--- src/logic/io_space_defs.svh ---
// Register offsets, data-space offset and reset value of the I/O register space
`ifndef IO_SPACE_DEFS_SVH
`define IO_SPACE_DEFS_SVH

`define IO_DATA_OFFSET 8'h20
`define IO_LAST_ADDR 8'h3F
`define IO_BIT_LAST 6'h1F
`define IO_RESET_VALUE 8'h00
`define IO_ALL_BITS 8'hFF

`define A_DIGITAL_INPUT_DISABLE 6'h01
`define A_BAUD_DIVISOR_HIGH 6'h02
`define A_SERIAL_FRAME_FORMAT 6'h03
`define A_COMPARATOR_CONTROL_STATUS 6'h08
`define A_BAUD_DIVISOR_LOW 6'h09
`define A_SERIAL_CONTROL_B 6'h0A
`define A_SERIAL_STATUS_A 6'h0B
`define A_SERIAL_DATA_BUFFER 6'h0C
`define A_UNIVERSAL_SERIAL_CONTROL 6'h0D
`define A_UNIVERSAL_SERIAL_STATUS 6'h0E
`define A_UNIVERSAL_SERIAL_DATA 6'h0F
`define A_PORT_D_INPUT_LEVEL 6'h10
`define A_PORT_D_DIRECTION 6'h11
`define A_PORT_D_OUTPUT 6'h12
`define A_SCRATCH_BYTE_0 6'h13
`define A_SCRATCH_BYTE_1 6'h14
`define A_SCRATCH_BYTE_2 6'h15
`define A_PORT_B_INPUT_LEVEL 6'h16
`define A_PORT_B_DIRECTION 6'h17
`define A_PORT_B_OUTPUT 6'h18
`define A_PORT_A_INPUT_LEVEL 6'h19
`define A_PORT_A_DIRECTION 6'h1A
`define A_PORT_A_OUTPUT 6'h1B
`define A_EEPROM_CONTROL 6'h1C
`define A_EEPROM_DATA 6'h1D
`define A_EEPROM_ADDRESS 6'h1E
`define A_PIN_CHANGE_MASK 6'h20
`define A_WATCHDOG_CONTROL 6'h21
`define A_TIMER1_FORCE_COMPARE 6'h22
`define A_PRESCALER_RESET_CONTROL 6'h23
`define A_TIMER1_CAPTURE_LOW 6'h24
`define A_TIMER1_CAPTURE_HIGH 6'h25
`define A_CLOCK_DIVIDER 6'h26
`define A_TIMER1_COMPARE_B_LOW 6'h28
`define A_TIMER1_COMPARE_B_HIGH 6'h29
`define A_TIMER1_COMPARE_A_LOW 6'h2A
`define A_TIMER1_COMPARE_A_HIGH 6'h2B
`define A_TIMER1_COUNT_LOW 6'h2C
`define A_TIMER1_COUNT_HIGH 6'h2D
`define A_TIMER1_CONTROL_B 6'h2E
`define A_TIMER1_CONTROL_A 6'h2F
`define A_TIMER0_CONTROL_A 6'h30
`define A_OSCILLATOR_TRIM 6'h31
`define A_TIMER0_COUNT 6'h32
`define A_TIMER0_CONTROL_B 6'h33
`define A_RESET_CAUSE_FLAGS 6'h34
`define A_SLEEP_AND_SENSE_CONTROL 6'h35
`define A_TIMER0_COMPARE_A 6'h36
`define A_SELF_PROGRAM_CONTROL 6'h37
`define A_TIMER_INT_FLAGS 6'h38
`define A_TIMER_INT_MASK 6'h39
`define A_EXT_INT_FLAGS 6'h3A
`define A_EXT_INT_MASK 6'h3B
`define A_TIMER0_COMPARE_B 6'h3C
`define A_STACK_POINTER_LOW 6'h3D
`define A_STATUS_FLAGS 6'h3F

`endif

--- src/logic/io_space_pkg.sv ---
// Types shared by the I/O register space and its users
package io_space_pkg;

    typedef enum logic [3:0] {
        no_op,
        io_in_op,
        io_out_op,
        data_space_load_op,
        data_space_store_op,
        set_single_bit_op,
        clear_single_bit_op,
        skip_if_bit_high_op,
        skip_if_bit_low_op
    } core_op_e;

    typedef struct packed {
        core_op_e op;
        logic [7:0] addr;
        logic [2:0] bit_sel;
        logic [7:0] wdata;
    } core_req_s;

    typedef struct packed {
        logic [2:0] port_a;
        logic [7:0] port_b;
        logic [6:0] port_d;
    } pin_level_s;

    typedef struct packed {
        logic [7:0] timer_flags;
        logic [2:0] ext_flags;
        logic [2:0] usi_flags;
        logic tx_complete;
        logic comparator_int;
        logic watchdog_int;
    } flag_set_s;

    typedef logic [63:0][7:0] reg_bank_t;

    typedef struct packed {
        reg_bank_t regs;
        logic [7:0] rdata;
        logic skip;
        logic done;
    } space_state_s;

endpackage

--- src/logic/io_register_space_decode.sv ---
// Decoder and storage of the 64-byte I/O register space of the core
`timescale 1ns/1ns
`include "io_space_defs.svh"

module io_register_space_decode (
    // Clock and reset
    input wire logic i_core_clk,
    input wire logic i_nrst,
    // Core access
    input wire io_space_pkg::core_req_s i_req,
    // Peripheral side
    input wire io_space_pkg::pin_level_s i_pins,
    input wire io_space_pkg::flag_set_s i_flag_set,
    // Answers
    output logic [7:0] o_rdata,
    output logic o_skip,
    output logic o_done,
    output io_space_pkg::reg_bank_t o_bank
);

    io_space_pkg::space_state_s state_r;
    io_space_pkg::space_state_s state_nxt;

    // Bits that exist in each register; everything else is reserved
    function automatic logic [7:0] impl_mask(input logic [5:0] a);
        logic [7:0] m;
        m = `IO_RESET_VALUE;
        case (a)
            `A_DIGITAL_INPUT_DISABLE: begin
                m = 8'h03;
            end
            `A_BAUD_DIVISOR_HIGH: begin
                m = 8'h0F;
            end
            `A_SERIAL_FRAME_FORMAT: begin
                m = 8'h7F;
            end
            `A_COMPARATOR_CONTROL_STATUS: begin
                m = 8'hFF;
            end
            `A_BAUD_DIVISOR_LOW: begin
                m = 8'hFF;
            end
            `A_SERIAL_CONTROL_B: begin
                m = 8'hFF;
            end
            `A_SERIAL_STATUS_A: begin
                m = 8'hFF;
            end
            `A_SERIAL_DATA_BUFFER: begin
                m = 8'hFF;
            end
            `A_UNIVERSAL_SERIAL_CONTROL: begin
                m = 8'hFF;
            end
            `A_UNIVERSAL_SERIAL_STATUS: begin
                m = 8'hFF;
            end
            `A_UNIVERSAL_SERIAL_DATA: begin
                m = 8'hFF;
            end
            `A_PORT_D_INPUT_LEVEL: begin
                m = 8'h7F;
            end
            `A_PORT_D_DIRECTION: begin
                m = 8'h7F;
            end
            `A_PORT_D_OUTPUT: begin
                m = 8'h7F;
            end
            `A_SCRATCH_BYTE_0: begin
                m = 8'hFF;
            end
            `A_SCRATCH_BYTE_1: begin
                m = 8'hFF;
            end
            `A_SCRATCH_BYTE_2: begin
                m = 8'hFF;
            end
            `A_PORT_B_INPUT_LEVEL: begin
                m = 8'hFF;
            end
            `A_PORT_B_DIRECTION: begin
                m = 8'hFF;
            end
            `A_PORT_B_OUTPUT: begin
                m = 8'hFF;
            end
            `A_PORT_A_INPUT_LEVEL: begin
                m = 8'h07;
            end
            `A_PORT_A_DIRECTION: begin
                m = 8'h07;
            end
            `A_PORT_A_OUTPUT: begin
                m = 8'h07;
            end
            `A_EEPROM_CONTROL: begin
                m = 8'h3F;
            end
            `A_EEPROM_DATA: begin
                m = 8'hFF;
            end
            `A_EEPROM_ADDRESS: begin
                m = 8'h7F;
            end
            `A_PIN_CHANGE_MASK: begin
                m = 8'hFF;
            end
            `A_WATCHDOG_CONTROL: begin
                m = 8'hFF;
            end
            `A_TIMER1_FORCE_COMPARE: begin
                m = 8'hC0;
            end
            `A_PRESCALER_RESET_CONTROL: begin
                m = 8'h01;
            end
            `A_TIMER1_CAPTURE_LOW: begin
                m = 8'hFF;
            end
            `A_TIMER1_CAPTURE_HIGH: begin
                m = 8'hFF;
            end
            `A_CLOCK_DIVIDER: begin
                m = 8'h8F;
            end
            `A_TIMER1_COMPARE_B_LOW: begin
                m = 8'hFF;
            end
            `A_TIMER1_COMPARE_B_HIGH: begin
                m = 8'hFF;
            end
            `A_TIMER1_COMPARE_A_LOW: begin
                m = 8'hFF;
            end
            `A_TIMER1_COMPARE_A_HIGH: begin
                m = 8'hFF;
            end
            `A_TIMER1_COUNT_LOW: begin
                m = 8'hFF;
            end
            `A_TIMER1_COUNT_HIGH: begin
                m = 8'hFF;
            end
            `A_TIMER1_CONTROL_B: begin
                m = 8'hDF;
            end
            `A_TIMER1_CONTROL_A: begin
                m = 8'hF3;
            end
            `A_TIMER0_CONTROL_A: begin
                m = 8'hF3;
            end
            `A_OSCILLATOR_TRIM: begin
                m = 8'h7F;
            end
            `A_TIMER0_COUNT: begin
                m = 8'hFF;
            end
            `A_TIMER0_CONTROL_B: begin
                m = 8'hCF;
            end
            `A_RESET_CAUSE_FLAGS: begin
                m = 8'h0F;
            end
            `A_SLEEP_AND_SENSE_CONTROL: begin
                m = 8'hFF;
            end
            `A_TIMER0_COMPARE_A: begin
                m = 8'hFF;
            end
            `A_SELF_PROGRAM_CONTROL: begin
                m = 8'h1F;
            end
            `A_TIMER_INT_FLAGS: begin
                m = 8'hDF;
            end
            `A_TIMER_INT_MASK: begin
                m = 8'hDF;
            end
            `A_EXT_INT_FLAGS: begin
                m = 8'hE0;
            end
            `A_EXT_INT_MASK: begin
                m = 8'hE0;
            end
            `A_TIMER0_COMPARE_B: begin
                m = 8'hFF;
            end
            `A_STACK_POINTER_LOW: begin
                m = 8'hFF;
            end
            `A_STATUS_FLAGS: begin
                m = 8'hFF;
            end
            default: begin
                m = `IO_RESET_VALUE;
            end
        endcase
        return m;
    endfunction

    // Status flags that a written one clears
    function automatic logic [7:0] w1c_mask(input logic [5:0] a);
        logic [7:0] m;
        m = `IO_RESET_VALUE;
        case (a)
            `A_COMPARATOR_CONTROL_STATUS: m = 8'h10;
            `A_SERIAL_STATUS_A: m = 8'h40;
            `A_UNIVERSAL_SERIAL_STATUS: m = 8'hE0;
            `A_WATCHDOG_CONTROL: m = 8'h80;
            `A_TIMER_INT_FLAGS: m = 8'hDF;
            `A_EXT_INT_FLAGS: m = 8'hE0;
            default: m = `IO_RESET_VALUE;
        endcase
        return m;
    endfunction

    // Pin level registers follow the pins, so the core cannot write them
    function automatic logic ro_reg(input logic [5:0] a);
        return (a == `A_PORT_A_INPUT_LEVEL) || (a == `A_PORT_B_INPUT_LEVEL)
            || (a == `A_PORT_D_INPUT_LEVEL);
    endfunction

    // Force-compare strobes are write only and always read back as zero
    function automatic logic [7:0] read_byte(input io_space_pkg::reg_bank_t b,
                                             input logic [5:0] a);
        logic [7:0] v;
        v = b[a] & impl_mask(a);
        if (a == `A_TIMER1_FORCE_COMPARE) begin
            v = `IO_RESET_VALUE;
        end
        return v;
    endfunction

    // Merge a write of value v over the bits selected by m
    function automatic logic [7:0] write_byte(input logic [7:0] old,
                                              input logic [7:0] v,
                                              input logic [7:0] m,
                                              input logic [5:0] a);
        logic [7:0] im;
        logic [7:0] fm;
        logic [7:0] rw;
        im = impl_mask(a) & m;
        fm = w1c_mask(a) & im;
        rw = im & ~fm;
        return (old & ~rw & ~(fm & v)) | (v & rw);
    endfunction

    logic [5:0] io_idx;
    logic in_space;
    logic [7:0] bit_m;

    always_comb begin
        io_idx = i_req.addr[5:0];
        in_space = 1'b0;
        case (i_req.op)
            io_space_pkg::io_in_op,
            io_space_pkg::io_out_op: begin
                in_space = (i_req.addr <= `IO_LAST_ADDR);
            end
            io_space_pkg::data_space_load_op,
            io_space_pkg::data_space_store_op: begin
                io_idx = 6'(i_req.addr - `IO_DATA_OFFSET);
                in_space = (i_req.addr >= `IO_DATA_OFFSET)
                    && (i_req.addr <= 8'(`IO_LAST_ADDR + `IO_DATA_OFFSET));
            end
            io_space_pkg::set_single_bit_op,
            io_space_pkg::clear_single_bit_op,
            io_space_pkg::skip_if_bit_high_op,
            io_space_pkg::skip_if_bit_low_op: begin
                in_space = (i_req.addr <= 8'(`IO_BIT_LAST));
            end
            default: begin
                in_space = 1'b0;
            end
        endcase
        bit_m = 8'h01 << i_req.bit_sel;
    end

    always_comb begin
        state_nxt = state_r;
        state_nxt.done = 1'b0;
        state_nxt.skip = 1'b0;
        // Pins are taken as synchronous and land one cycle later
        state_nxt.regs[`A_PORT_A_INPUT_LEVEL] = {5'h00, i_pins.port_a};
        state_nxt.regs[`A_PORT_B_INPUT_LEVEL] = i_pins.port_b;
        state_nxt.regs[`A_PORT_D_INPUT_LEVEL] = {1'b0, i_pins.port_d};
        if (i_req.op != io_space_pkg::no_op) begin
            state_nxt.done = 1'b1;
            state_nxt.rdata = `IO_RESET_VALUE;
        end
        if (in_space) begin
            case (i_req.op)
                io_space_pkg::io_in_op,
                io_space_pkg::data_space_load_op: begin
                    state_nxt.rdata = read_byte(state_r.regs, io_idx);
                end
                io_space_pkg::io_out_op,
                io_space_pkg::data_space_store_op: begin
                    if (!ro_reg(io_idx)) begin
                        state_nxt.regs[io_idx] = write_byte(state_r.regs[io_idx],
                            i_req.wdata, `IO_ALL_BITS, io_idx);
                    end
                end
                io_space_pkg::set_single_bit_op: begin
                    if (!ro_reg(io_idx)) begin
                        state_nxt.regs[io_idx] = write_byte(state_r.regs[io_idx],
                            `IO_ALL_BITS, bit_m, io_idx);
                    end
                end
                io_space_pkg::clear_single_bit_op: begin
                    if (!ro_reg(io_idx)) begin
                        state_nxt.regs[io_idx] = write_byte(state_r.regs[io_idx],
                            `IO_RESET_VALUE, bit_m, io_idx);
                    end
                end
                io_space_pkg::skip_if_bit_high_op: begin
                    state_nxt.skip = |(read_byte(state_r.regs, io_idx) & bit_m);
                end
                io_space_pkg::skip_if_bit_low_op: begin
                    state_nxt.skip = ~|(read_byte(state_r.regs, io_idx) & bit_m);
                end
                default: begin
                    state_nxt.skip = 1'b0;
                end
            endcase
        end
        // A flag event in the same cycle as its clear survives
        state_nxt.regs[`A_TIMER_INT_FLAGS] = state_nxt.regs[`A_TIMER_INT_FLAGS]
            | (i_flag_set.timer_flags & w1c_mask(`A_TIMER_INT_FLAGS));
        state_nxt.regs[`A_EXT_INT_FLAGS][7:5] = state_nxt.regs[`A_EXT_INT_FLAGS][7:5]
            | i_flag_set.ext_flags;
        state_nxt.regs[`A_UNIVERSAL_SERIAL_STATUS][7:5] =
            state_nxt.regs[`A_UNIVERSAL_SERIAL_STATUS][7:5] | i_flag_set.usi_flags;
        state_nxt.regs[`A_SERIAL_STATUS_A][6] = state_nxt.regs[`A_SERIAL_STATUS_A][6]
            | i_flag_set.tx_complete;
        state_nxt.regs[`A_COMPARATOR_CONTROL_STATUS][4] =
            state_nxt.regs[`A_COMPARATOR_CONTROL_STATUS][4] | i_flag_set.comparator_int;
        state_nxt.regs[`A_WATCHDOG_CONTROL][7] = state_nxt.regs[`A_WATCHDOG_CONTROL][7]
            | i_flag_set.watchdog_int;
    end

    always_ff @(posedge i_core_clk or negedge i_nrst) begin
        if (!i_nrst) begin
            state_r <= '0;
        end else begin
            state_r <= state_nxt;
        end
    end

    assign o_rdata = state_r.rdata;
    assign o_skip = state_r.skip;
    assign o_done = state_r.done;
    assign o_bank = state_r.regs;

endmodule

--- config.mk ---
export PLATFORM = sky130hd
export DESIGN_NAME = io_register_space_decode
export DESIGN_NICKNAME = d
export VERILOG_FILES = /design/src/logic/io_space_pkg.sv /design/src/logic/io_register_space_decode.sv
export VERILOG_INCLUDE_DIRS = /design/src /design/src/logic
export SDC_FILE = /design/constraint.sdc
export NUM_CORES = 1
export LEC_CHECK = 0
export ABC_AREA = 1
export BUFFER_PORTS_ARGS = -buffer_cell sky130_fd_sc_hd__buf_2
export CORE_MARGIN = 1
export CORE_UTILIZATION = 30
export DETAILED_ROUTE_END_ITERATION = 10
export GPL_ROUTABILITY_DRIVEN = 0
export PLACE_DENSITY = 0.5
export SLEW_MARGIN = 20
export SYNTH_ARGS = -nofsm -noshare
export SYNTH_HDL_FRONTEND = slang
export SYNTH_SLANG_ARGS = --single-unit
--- constraint.sdc ---
create_clock -name i_core_clk -period 2.5 [get_ports i_core_clk]
set_input_delay 0.25 -clock i_core_clk [delete_from_list [all_inputs] [get_ports i_core_clk]]
set_output_delay 0.25 -clock i_core_clk [all_outputs]
set_load 0.01 [all_outputs]
Word level (Yosys, flattened, before mapping)
Memories as Yosys holds them, arrays and structs flattened.
Cells that the tools add are included.
Widths: inputs -> output; s select.
- equal/unequal tests: 21
- order comparisons: 6
- add/subtract/negate cells: 1
- reduce and logical (&&, ||, !) cells: 16
- bitwise gates (word level): 35
- muxes and demuxes: 48
- shift-type cells: 1
- operator list (kind ; count):
    $bwmux 512 ; 3
    $mux 512 ; 3
    $pmux 512 s3 ; 1
    $mux 481 ; 1
    $mux 8 ; 33
    $and 8x8->8 ; 20
    $not 8->8 ; 7
    $bmux 8 s6 ; 1
    $demux 8 s6 ; 1
    $pmux 8 s5 ; 1
    $eq 6x6->1 const B ; 4
    $or 8x8->8 ; 3
    $eq 6x4->1 const B ; 3
    $eq 6x5->1 const B ; 3
    $eq 4x3->1 const B ; 4
    $reduce_or 8->1 ; 2
    $reduce_or 2->1 ; 5
    $eq 4x2->1 const B ; 2
    $ge 8x6->1 const B ; 1
    $le 8x5->1 const B ; 1
    $le 8x6->1 const B ; 1
    $le 8x7->1 const B ; 1
    $shl 1x3->8 const A ; 1
    $lt 6x7->1 const B ; 1
    other kinds (18) ; 25
- input bits: 60
- flip-flop bits (word level): 522
- memories kept: 6
- word-level logic and storage cells: 206
- output and inout bits: 522
- bits in read-only memories: 3072
- memory list (memory ; depth ; width ; rd ports ; clocked after memory_dff ; wr ports ; RTL line ; source):
    (no name shown) ; 64 ; 8 ; 1 ; 0 ; 0 ; io_register_space_decode.sv:28 ; case (a)
    (no name shown) ; 64 ; 8 ; 1 ; 0 ; 0 ; io_register_space_decode.sv:28 ;
    (no name shown) ; 64 ; 8 ; 1 ; 0 ; 0 ; io_register_space_decode.sv:28 ;
    (no name shown) ; 64 ; 8 ; 1 ; 0 ; 0 ; io_register_space_decode.sv:28 ;
    (no name shown) ; 64 ; 8 ; 1 ; 0 ; 0 ; io_register_space_decode.sv:28 ;
    (no name shown) ; 64 ; 8 ; 1 ; 0 ; 0 ; io_register_space_decode.sv:28 ;

Longest topological paths before layout
- word-level depth: 22
- gate-level depth with buffers: 23
- depth with buffers taken out: 21

Worst setup path before layout
No wires, ideal clock.
- path type: input to register
- start point: in i_req[12] in the netlist's numbering
- end point: reg state_r, in the netlist o_bank[303]
- slack: -0.359 ns
- stages on the path: 21
- data arrival time: 2.730 ns
- library setup time: 0.129 ns
- cells stage by stage: inv_1 -> buf_2 -> buf_2 -> buf_2 -> ha_1 -> or2_1 -> nand2_1 -> nand3_1 -> nand3_1 -> nand2_1 -> nand2_1 -> inv_1 -> nand2_1 -> nor2_1 -> inv_1 -> nand2_1 -> a21oi_2 -> nand2_2 -> inv_2 -> buf_4 -> o21ai_1
- word-level cells in the longest chain between the ends: 18
- ends and longest elaborated chain (what ; RTL line ; source):
    from (decl) ; io_register_space_decode.sv:10 ; input wire io_space_pkg::core_req_s i_req,
    branches (longest 18 deep; another with $mem_v2 64x8) ; - ;
    to (signal assigned) ; io_register_space_decode.sv:349 ; state_r <= state_nxt;
    to (decl) ; io_register_space_decode.sv:21 ; io_space_pkg::space_state_s state_r;
Several ways; the timed one is not identified. The select of a mux whose other input is x is not followed.
A chain may end at the register's enable or synchronous reset.

==> impl_metrics.tcl <==
set metrics [dict create \
    critical_path.most_common_cell "nand2_1" \
    whs_path_depth 4 \
    finalCritPeriodShare_pct 98.9 \
    vias_per_cell 5.06 \
    clk_latency_ns 0.63 \
    outcome "completed" \
    yosys_warnings 0 \
    min_period_ns 2.47 \
    synth_top_family_by_area "simple AND/OR/NAND/NOR gates" \
    synth-seq-area-share_pct 48.8 \
    yosys.area.top_type "dfrtp_1" \
    rsz0062_at_grt "true" \
    fin_skew_ns 0.0305 \
    ys_ff_latch 522 \
    synth_ff_type "dfrtp_1" \
    post_dp_cell_area_mm2 0.0350 \
    io_buffer_count 580 \
    clock-sinks 522 \
    layout-drive-gt1-share_pct 32.1 \
    path_cells "o22ai_1 -> nor2_1 -> nand2_1 -> nand2_1 -> nand2_1 -> nor2_4 -> nand2_2 -> o21ai_2 -> nand2_2 -> nand3_4 -> buf_12 -> clkbuf_16 -> nand2_1 -> nand2_1" \
    arrival_ns 3.02 \
    clk_pin_slew_worst_paths_ns 0.08 \
    wire_per_inst_um 25.7 \
    finalSetupViolCount 0 \
    netlist-cell-type-count 50 \
    post-place-ws_ns -0.763 \
    syn_to_final_growth_pct 45.1 \
    grt_overflow 0 \
    final_hold_viol_count 0 \
    wirelength_um 151000 \
    crit_fanout 7 \
    multiInputGateArea_mm2 0.0117 \
    top_usage_layer "met2" \
    min_path_type "in2reg" \
    syn_nets 3665 \
    io_pins 582 \
    dpl.hpwl_um 112000 \
    max-clock-path-buffers 3 \
    cp_slowest_cell "dfrtp_1" \
    max_stage_delay_ns 0.54 \
    slew_viol_final 0 \
    nets 4730 \
    grt.met1_usage_pct 41.9 \
    synth_area_leaders "dfrtp_1 (49%), nand2_1 (20%), o21ai_0 (5.7%), inv_1 (3.8%), nor2_1 (3.5%)" \
    worstMarginPinSlew_ns 0.595 \
    synthArstFlopShare_pct 100 \
    power_density_mw_per_mm2 560 \
    synth_edf_count 0 \
    p_leak_nw 21.1 \
    ir_drop_v 0.000447 \
    fin_ws_ns 0.0280 \
    synth_cells 3599 \
    finalInstanceArea_mm2 0.0388 \
    syn_avg_cell_area_um2 7.43 \
    placeableCoreArea_mm2 0.0884 \
    r2r_cells 14 \
    synth-xor-area-share_pct 0 \
    critPathKind "reg2reg" \
    critPathLaunchType "flip-flop" \
    cts_tree "built" \
    grt_max_degree 80 \
    synthMuxAreaShare_pct 0 \
    hold_ws_ns 0.0538 \
    post-route-drc-count 0 \
    synth_top_area_share_pct 48.8 \
    num_rows 109 \
    crit_required_ns 3.05 \
    antenna_found_initial 7 \
    die_y_um 301 \
    drtIter0Drc 2927 \
    synth_most_common_cell "nand2_1" \
    fillers 9085 \
    fmax_mhz 405 \
    synth_commonest_cells "nand2_1 (1456), dfrtp_1 (522), o21ai_0 (307)" \
    route.vias.total 29700 \
    grt_pass1_wl_um 204000 \
    met2_usage_pct 49.7 \
    end_kind "flip-flop" \
    root_buffer "clkbuf_16" \
    syn_area_mm2 0.0267 \
    start_util_pct 30.3 \
    drtPass1Iterations 7 \
    ant_nets 0 \
    cts-htree-levels 3 \
    die_area_mm2 0.0903 \
    grt_pass1_vias 27900 \
    synth_compound_area_share_pct 12.1 \
    grt_util_met3_pct 6.08 \
    yosys.area_share.simple_pct 29.7 \
    cap_violations 0 \
    seqCellArea_mm2 0.0131 \
    relSlewSlack_pct 60.3 \
    die_w_um 301 \
    cts_inserted_buffers 66 \
    synthAdderAreaFrac_pct 0.281 \
    grtUsageTotal_pct 31.5 \
]
## worst max-delay path: cells and delay by family, from the launching register on
family / cells / cell delay (ns)
DFF: 1 / 0.54
buffers and inverters: 2 / 0.41
AOI/OAI and AO/OA: 2 / 0.35
and+or+nand+nor: 10 / 1.07
## timing repair
item,in CTS,in global routing
gates resized for setup,27,134
hold buffers,33,0
setup endpoints to repair,276,371
hold endpoints to repair,75,0
pin swaps,6,42
cloned,3,18
setup buffers,2,37
## flip-flops by register name (all words and copies together), names as in the netlist
name / flops
o_bank: 512
o_rdata: 8
o_done: 1
o_skip: 1
## per-stage QoR
| stage | power (mW) | TNS [ns] | cells | utilization [%] |
|---|---|---|---|---|
| 6_report | 21.7 | 0 | 5879 | 43.9 |
| 2_1_floorplan | 9.99 | 0 | 3599 | - |
| 3_5_place_dp | 11.6 | -242.87 | 5669 | 39.7 |
| 5_1_grt | 22.3 | -1.04 | 5876 | 43.9 |
| 4_1_cts | 21.5 | 0 | 5821 | 42.7 |
| 3_3_place_gp | 11.6 | -239.28 | 5669 | 39.7 |
## logic make-up (layout without fill, tap and decap cells)
| group | Yosys count | count (layout) |
|---|---|---|
| buf+inv | 532 | 1643 |
| fa+ha+maj | 6 | 6 |
| simple gates | 1931 | 1931 |
| other cells | 0 | 4 |
| compound gates | 608 | 608 |
| flops | 522 | 522 |
## routing by layer
layer  up-vias  part of all wire (%)
met5         -                 0.015
met4         4                   4.8
met3       284                   8.7
met2      1580                    46
met1     14300                    41
li1      13500                     -
## final cells by class
type	count	area share [%]
Inverter	310	3.09
Timing Repair inverter	2	0.0451
Tap cell	1165	3.76
Sequential cell	522	33.7
Clock inverter	22	0.687
Timing Repair Buffer	1217	23.8
Clock buffer	92	4.88
Multi-Input combinational cell	2545	30.1
Antenna cell	4	0.0258
## placed cells by master (no fill, tap or decap), types with 14 or more instances in the layout
master / instances
nand2_1: 1412
nand2_2: 65
inv_2: 32
nand3_1: 93
dfrtp_1: 521
buf_2: 576
nor2_2: 26
o22ai_1: 62
clkbuf_1: 14
buf_12: 79
buf_4: 496
nor2_4: 29
inv_1: 265
nand4_1: 31
a22oi_1: 16
o21ai_0: 270
o21ai_2: 17
a21oi_1: 78
nor2_1: 228
clkbuf_16: 82
o21ai_1: 133
dlygate4sd3_1: 33
## report_power, final
| part | internal, mW | switching (mW) |
|---|---|---|
| clock network | 5.72 | 4.02 |
| logic | 1.24 | 2.14 |
| registers | 8.53 | 0.0824 |
| total | 15.5 | 6.24 |
## final timing paths
check | endpoint | start | slack, ns
max | o_bank[176]$_DFF_PN0_ | o_bank[448]$_DFF_PN0_ | 0.03
min | o_done$_DFF_PN0_ | i_req[20] | 0.05
max reg2reg | o_bank[176]$_DFF_PN0_ | o_bank[448]$_DFF_PN0_ | 0.03
min reg2reg | o_bank[46]$_DFFE_PN0P_ | o_bank[46]$_DFFE_PN0P_ | 0.40
max in group asynchronous | o_bank[52]$_DFFE_PN0P_ | i_nrst | 1.40
min in group asynchronous | o_bank[54]$_DFFE_PN0P_ | i_nrst | 0.21
Power figures use the tool's default switching activity.
